<file path="src/pkg/srrs_pkg.sv">
package srrs_pkg;
    // ****************************************
    // Release delays, in ticks of each stage
    // ****************************************
    localparam int unsigned POR_EXT_CYCLES = 64;
    localparam int unsigned CLKGEN_EXT_CYCLES = 32;
    localparam int unsigned PERIP_EXT_CYCLES = 32;
    localparam int unsigned CORE_EXT_CYCLES = 32;
    localparam int unsigned SYNC_GEN_CYCLES = 3;
    localparam int unsigned SYNC_CNT_W = 2;

    // ****************************************
    // Reset values
    // ****************************************
    localparam logic RST_ASSERTED = 1'b1;
    localparam logic SYS_CLK_RESET = 1'b0;
    localparam logic [SYNC_CNT_W-1:0] SYNC_CNT_RESET = 2'h0;
endpackage

</file>
<file path="src/pkg/srrs_ext_if.sv">
`timescale 1ns/1ps
interface srrs_ext_if;
    logic hold;
    logic tick;
    logic active;
    modport stage
    (
        input hold,
        input tick,
        output active
    );
    modport ctrl
    (
        output hold,
        output tick,
        input active
    );
endinterface

</file>
<file path="src/logic/srrs_extender.sv">
`timescale 1ns/1ps
module srrs_extender #(
    parameter int unsigned CYCLES = 32
)
(
    input wire logic ref_clk,
    input wire logic rst_n,
    srrs_ext_if.stage ext
);
    localparam int unsigned W = $clog2(CYCLES + 1);
    localparam logic [W-1:0] LAST = W'(CYCLES - 1);

    typedef struct packed
    {
        logic [W-1:0] cnt;
        logic active;
    } srrs_ext_state_t;

    srrs_ext_state_t s_reg;
    srrs_ext_state_t s_next;

    always_comb
    begin
        s_next = s_reg;
        if (ext.hold)
        begin
            // Reassert at once, restart the count
            s_next.cnt = '0;
            s_next.active = srrs_pkg::RST_ASSERTED;
        end
        else if (s_reg.active && ext.tick)
        begin
            if (s_reg.cnt == LAST)
                s_next.active = 1'b0;
            else
                s_next.cnt = s_reg.cnt + 1'b1;
        end
    end

    always_ff @(posedge ref_clk)
    begin
        if (!rst_n)
        begin
            s_reg.cnt <= '0;
            s_reg.active <= srrs_pkg::RST_ASSERTED;
        end
        else
        begin
            s_reg <= s_next;
        end
    end

    assign ext.active = s_reg.active;
endmodule

</file>
<file path="src/logic/srrs_sequencer.sv">
`timescale 1ns/1ps
// What this block does
// Accept pin, power-on, software, two watchdog resets
// Test access port reset only by power-on
// Extend power-on reset 64 oscillator cycles
// Combined reset ORs all five reset causes
// Combined reset holds everything except extender and test access port reset
// Combined release enables sync generator, clock stage
// Sync reset released three oscillator cycles later
// Clock-generator reset released 32 oscillator cycles later
// Clock-generator release on oscillator falling edge; this block releases it on a rising edge
// Early delay counters run on oscillator clock
// Peripheral reset released 32 system cycles later
// Clocks run while peripherals held in reset
// Core reset released 32 system cycles later
// Peripheral, core release on system clock fall
// Core release ends start-up, code may run
// Sequencer raises no interrupt
// Any source reasserts every downstream reset immediately; pin and power-on sources first pass two synchroniser flops here
module srrs_sequencer
(
    input wire logic ref_clk,
    input wire logic rst_n,
    input wire logic por_n,
    input wire logic ext_reset_n,
    input wire logic sw_reset_req,
    input wire logic watchdog_timeout_reset,
    input wire logic watchdog_clock_loss_reset,
    output logic tap_rst,
    output logic ext_por_rst,
    output logic combined_rst,
    output logic sync_logic_rst,
    output logic clock_generator_reset,
    output logic peripheral_reset,
    output logic core_rst,
    output logic sys_clk
);
    // ****************************************
    // Types and helpers
    // ****************************************
    typedef struct packed
    {
        logic por_s1;
        logic por_s2;
        logic ext_s1;
        logic ext_s2;
        logic tap;
        logic combined;
        logic [srrs_pkg::SYNC_CNT_W-1:0] sync_cnt;
        logic sync_rst;
        logic sys_clk;
    } srrs_state_t;

    localparam logic [srrs_pkg::SYNC_CNT_W-1:0] SYNC_LAST = srrs_pkg::SYNC_CNT_W'(srrs_pkg::SYNC_GEN_CYCLES - 1);

    // Two-flop synchroniser step: returns {second, first}
    function automatic logic [1:0] srrs_sync2
    (
        input logic first_stage,
        input logic pin_asserted
    );
        return {first_stage, pin_asserted};
    endfunction

    // Held while combined is set now or was set one edge ago, so the count
    // starts on the edge after combined_rst itself goes low
    function automatic logic srrs_comb_hold
    (
        input logic comb_now,
        input logic comb_was
    );
        return comb_now | comb_was;
    endfunction

    // A later stage waits for its upstream stage, but drops back at once
    function automatic logic srrs_stage_hold
    (
        input logic comb_now,
        input logic upstream_active
    );
        return comb_now | upstream_active;
    endfunction

    // Any of the five causes, with the stretched power-on as well
    function automatic logic srrs_any_source
    (
        input logic por_sync,
        input logic por_stretched,
        input logic pin_sync,
        input logic sw_req,
        input logic wd_timeout,
        input logic wd_clock_loss
    );
        return por_sync | por_stretched | pin_sync | sw_req | wd_timeout | wd_clock_loss;
    endfunction

    srrs_state_t s_reg;
    srrs_state_t s_next;

    srrs_ext_if por_if ();
    srrs_ext_if cg_if ();
    srrs_ext_if pr_if ();
    srrs_ext_if cr_if ();

    // ****************************************
    // Next state
    // ****************************************
    always_comb
    begin
        s_next = s_reg;
        // Pins are asynchronous: two flops before any use
        {s_next.por_s2, s_next.por_s1} = srrs_sync2(s_reg.por_s1, !por_n);
        {s_next.ext_s2, s_next.ext_s1} = srrs_sync2(s_reg.ext_s1, !ext_reset_n);

        s_next.tap = s_reg.por_s2;
        // Synced power-on enters directly, so combined need not wait for the stretch
        s_next.combined = srrs_any_source(s_reg.por_s2, por_if.active, s_reg.ext_s2, sw_reset_req,
            watchdog_timeout_reset, watchdog_clock_loss_reset);
        // Sync generator restarts on any cause, counts once combined_rst is low
        if (srrs_comb_hold(s_next.combined, s_reg.combined))
        begin
            s_next.sync_cnt = srrs_pkg::SYNC_CNT_RESET;
            s_next.sync_rst = srrs_pkg::RST_ASSERTED;
        end
        else if (s_reg.sync_rst)
        begin
            if (s_reg.sync_cnt == SYNC_LAST)
                s_next.sync_rst = 1'b0;
            else
                s_next.sync_cnt = s_reg.sync_cnt + 1'b1;
        end

        // System clock only runs once clock generation is out of reset
        if (cg_if.active)
            s_next.sys_clk = srrs_pkg::SYS_CLK_RESET;
        else
            s_next.sys_clk = !s_reg.sys_clk;
    end

    // ****************************************
    // Registers
    // ****************************************
    // Synchronous reset puts every stage back to asserted
    always_ff @(posedge ref_clk)
    begin
        if (!rst_n)
        begin
            s_reg.por_s1 <= srrs_pkg::RST_ASSERTED;
            s_reg.por_s2 <= srrs_pkg::RST_ASSERTED;
            s_reg.ext_s1 <= srrs_pkg::RST_ASSERTED;
            s_reg.ext_s2 <= srrs_pkg::RST_ASSERTED;
            s_reg.tap <= srrs_pkg::RST_ASSERTED;
            s_reg.combined <= srrs_pkg::RST_ASSERTED;
            s_reg.sync_cnt <= srrs_pkg::SYNC_CNT_RESET;
            s_reg.sync_rst <= srrs_pkg::RST_ASSERTED;
            s_reg.sys_clk <= srrs_pkg::SYS_CLK_RESET;
        end
        else
        begin
            s_reg <= s_next;
        end
    end

    // ****************************************
    // Release chain
    // ****************************************
    // Early stages tick on every oscillator edge
    assign por_if.hold = s_reg.por_s2;
    assign por_if.tick = 1'b1;
    // Holds use the next combined value so the clock-generator, peripheral and core stages reassert together
    assign cg_if.hold = srrs_comb_hold(s_next.combined, s_reg.combined);
    assign cg_if.tick = 1'b1;
    assign pr_if.hold = srrs_stage_hold(s_next.combined, cg_if.active);
    // Tick only where the system clock falls, so releases line up with it
    assign pr_if.tick = s_reg.sys_clk;
    assign cr_if.hold = srrs_stage_hold(s_next.combined, pr_if.active);
    assign cr_if.tick = s_reg.sys_clk;

    // ****************************************
    // Stage extenders
    // ****************************************
    srrs_extender #(.CYCLES(srrs_pkg::POR_EXT_CYCLES)) u_por_ext
    (
        .ref_clk(ref_clk),
        .rst_n(rst_n),
        .ext(por_if.stage)
    );

    // Single clock: release lands on a rising edge; a falling-edge retime is left to the clock tree
    srrs_extender #(.CYCLES(srrs_pkg::CLKGEN_EXT_CYCLES)) u_cg_ext
    (
        .ref_clk(ref_clk),
        .rst_n(rst_n),
        .ext(cg_if.stage)
    );

    srrs_extender #(.CYCLES(srrs_pkg::PERIP_EXT_CYCLES)) u_pr_ext
    (
        .ref_clk(ref_clk),
        .rst_n(rst_n),
        .ext(pr_if.stage)
    );

    srrs_extender #(.CYCLES(srrs_pkg::CORE_EXT_CYCLES)) u_cr_ext
    (
        .ref_clk(ref_clk),
        .rst_n(rst_n),
        .ext(cr_if.stage)
    );

    // ****************************************
    // Outputs
    // ****************************************
    // No interrupt output exists on this block
    // Every output is a flop: stage states come from the extender registers
    assign tap_rst = s_reg.tap;
    assign ext_por_rst = por_if.active;
    assign combined_rst = s_reg.combined;
    assign sync_logic_rst = s_reg.sync_rst;
    assign clock_generator_reset = cg_if.active;
    assign peripheral_reset = pr_if.active;
    assign core_rst = cr_if.active;
    assign sys_clk = s_reg.sys_clk;
endmodule

</file>
<file path="config.mk">
export PLATFORM = sky130hd
export DESIGN_NAME = srrs_sequencer
export DESIGN_NICKNAME = d
export VERILOG_FILES = /design/src/pkg/srrs_pkg.sv /design/src/pkg/srrs_ext_if.sv /design/src/logic/srrs_extender.sv /design/src/logic/srrs_sequencer.sv
export SDC_FILE = /design/constraint.sdc
export NUM_CORES = 1
export LEC_CHECK = 0
export ABC_AREA = 1
export BUFFER_PORTS_ARGS = -buffer_cell sky130_fd_sc_hd__buf_4
export CORE_MARGIN = 2
export CORE_UTILIZATION = 49
export DETAILED_ROUTE_END_ITERATION = 6
export PLACE_DENSITY_LB_ADDON = 0.25
export SLEW_MARGIN = 5
export SYNTH_ARGS = -nofsm -noshare
export SYNTH_HDL_FRONTEND = slang
export SYNTH_SLANG_ARGS = --single-unit
</file>
<file path="constraint.sdc">
create_clock -name ref_clk -period 1.14 [get_ports ref_clk]
set_input_delay 0.228 -clock ref_clk [delete_from_list [all_inputs] [get_ports ref_clk]]
set_output_delay 0.228 -clock ref_clk [all_outputs]
set_load 0.05 [all_outputs]
</file>
==> flow_summary.yaml <==
die:
  die_h_um: 65.1
  placementRows: 22
  fp.dieArea_um2: 4230
  start_util_pct: 50.3
  die_w_um: 65.1
  core_um2: 3630
  boundaryPins: 15
setup_path:
  startpoint_type: "flip-flop"
  arrival_ns: 1.49
  r2r_setup_slack_ns: -0.13
  worstRegToRegCells: 7
  setup.worst_path.end_class: "flip-flop"
  crit_type: "reg -> reg"
  reg2reg_from: "u_cg_ext.s_reg[1]"
  timing.critical_path.required_ns: 1.36
  path_max_fanout: 2
  rr_endpoint: "u_cg_ext.s_reg[5]"
power:
  power_leakage_nw: 1.17
  power_density_nw_per_um2: 915
  p_total_mw: 2.43
  peakVddDrop_v: 0.000689
cts:
  clockBufferDepth: 2
  root_buffer: "clkbuf_8"
  numCtsBuffers: 5
  cts_tree: "done"
  cts-htree-levels: 2
  cts_sinks: 39
  clk_pin_slew_ns: 0.07
  clock_latency_ns: 0.29
place:
  gp_congestion: 0.751
  numPortBuffers: 14
  dp.cells: 322
  dp_hpwl_mm: 2.27
global_route:
  antenna_found_initial: 0
  grt_pass1_wl_mm: 6.22
  grt_usage_pct: 18.8
  grt_overflow_total: 0
  first_global_vias: 1550
  grt_max_degree: 12
yosys:
  syn-num-nets: 251
  synth.avg_cell_area_um2: 7.64
  synth_warnings: 0
  synth_commonest_cells: "58 x nand2_1, 39 x dfxtp_1, 34 x nor2_1, 23 x inv_1, 13 x nand3_1"
  synth_area_um2: 1830
  synth_area_leader_cell: "dfxtp_1"
  synth_top_area_share_pct: 42.7
  synth_cell_types: 28
  syn-instance-count: 239
  ys_seq_area_share_pct: 42.7
  synthTopCellsByArea: "dfxtp_1 43%, nand2_1 12%, nor2_1 7.0%, inv_1 4.7%, nand3_1 3.6%"
  yosysMostFrequentCell: "nand2_1"
  synthArstFlopShare_pct: 0
  synth_edf_count: 0
  yosys_register_bits: 39
  ys.flop_type: "dfxtp_1"
timing:
  timing.hold.ws_ns: 0.0876
  timing.fmax_mhz: 789
  rsz0062_at_grt: "yes"
  drv_slew: 0
  hold_violations: 0
  finalCriticalPeriod_ns: 1.27
  finalSetupTns_ns: -0.921
  post-route-period-util_pct: 111
  worstMarginPinSlew_ns: 0.288
  setup_violations: 20
  worst_slack_ns: -0.128
  fin_skew_ns: 0.00339
  slew-limit-headroom_pct: 80.6
worst_hold_path:
  hold_class: "in -> reg"
  min_to: "s_next[6]"
  holdCritStartpoint: "ext_reset_n"
  whs_path_depth: 2
layout:
  final_util_pct: 73.1
  multi_input_area_um2: 1160
  n_antenna_cell: 0
  fillers: 264
  fin_cells: 340
  drive_gt1_share_pct: 52.1
  area_growth_pct: 45.5
  seq_area_um2: 812
  largest_register_ffs: 7
  nets: 303
run_status:
  violations: "setup timing"
  status: "finished with violations"
route:
  drtIter0Drc: 98
  vias_per_cell: 4.75
  routed_wl_mm: 3.76
  wire_per_inst_um: 11.1
  drc: 0
  vias: 1615
  drtAntennaViolNets: 0
  dr.pass1.iters: 4
run:
  maxCapViolations: 0
## repair_timing
item | CTS | global route
endpoints found under the setup margin | 30 | 34
setup buffers | 7 | 3
hold buffers | 0 | 0
pin swaps | 20 | 24
resized for setup | 30 | 54
## per-stage QoR
step	instance area (µm²)	setup slack (ns)
final	2660	-0.128
after floorplan	1870	-0.0503
after CTS	2450	-0.0647
after global placement	2190	-0.0782
after detailed placement	2190	-0.0977
after global routing	2660	-0.190
## worst max-delay path by stage
stage	end	slack (ns)	start
floorplan	s_reg[3]	-0.05	u_por_ext.ext.active
global placement	u_cg_ext.s_reg[3]	-0.08	u_cg_ext.s_reg[1]
detailed placement	u_cr_ext.s_reg[3]	-0.1	u_cr_ext.s_reg[1]
CTS	u_cg_ext.s_reg[5]	-0.06	u_cg_ext.s_reg[2]
global route	u_cg_ext.s_reg[5]	-0.19	u_cg_ext.s_reg[1]
finish	u_cg_ext.s_reg[5]	-0.13	u_cg_ext.s_reg[1]
## kinds of logic after synthesis
family | Yosys count | share of synthesized area [%]
xor gates and xnor gates | 7 | 3.36
buffers and inverters | 34 | 7.67
and+or+nand+nor | 134 | 35.5
AOI/OAI and AO/OA | 20 | 7.33
DFF | 39 | 42.7
adders and majority gates | 5 | 3.42
## power by group
part           total [mW]  switching (mW)  internal [mW]
logic              0.0424          0.0187         0.0237
registers            1.36         0.00440           1.36
clock network        1.03           0.473          0.552
## placed cells by master (no fill, tap or decap), types with 2 or more instances in the layout
cell	count
nand3_1	8
a21oi_1	3
ha_4	4
buf_6	10
inv_1	22
or2_2	2
nor2_8	3
o21ai_1	6
dfxtp_4	4
inv_2	7
o21ai_2	2
dfxtp_2	13
nor2_2	9
dfxtp_1	22
nor2_4	6
nand2_1	39
nand3_2	4
inv_4	2
nor2_1	26
nand2_2	17
nand4_1	2
a21oi_2	8
nand2_4	10
xor2_2	2
nor3_1	2
clkbuf_8	7
xor2_1	4
buf_4	35
## critical path, stage by stage, from the launching register on
cell     delay, ns
dfxtp_2       0.36
ha_4          0.15
nand2_2       0.07
nor2_4        0.13
buf_6         0.11
xor2_2        0.16
nand2_1       0.10
a21oi_2       0.14
## per-layer routing
metal	up-vias	wire length [µm]	track usage [%]
li1	843	-	-
met1	734	1630	21.0
met2	30	1950	34.5
met3	8	128	4.17
met4	0	59	7.03
met5	-	0	0
## layout make-up
cell class / instances / area share [%]
Timing Repair Buffer: 46 / 14.7
Inverter: 33 / 5.04
Tap cell: 48 / 2.26
Multi-Input combinational cell: 166 / 43.7
Sequential cell: 39 / 30.6
Clock buffer: 8 / 3.77
(Power assumes the default switching activity.)
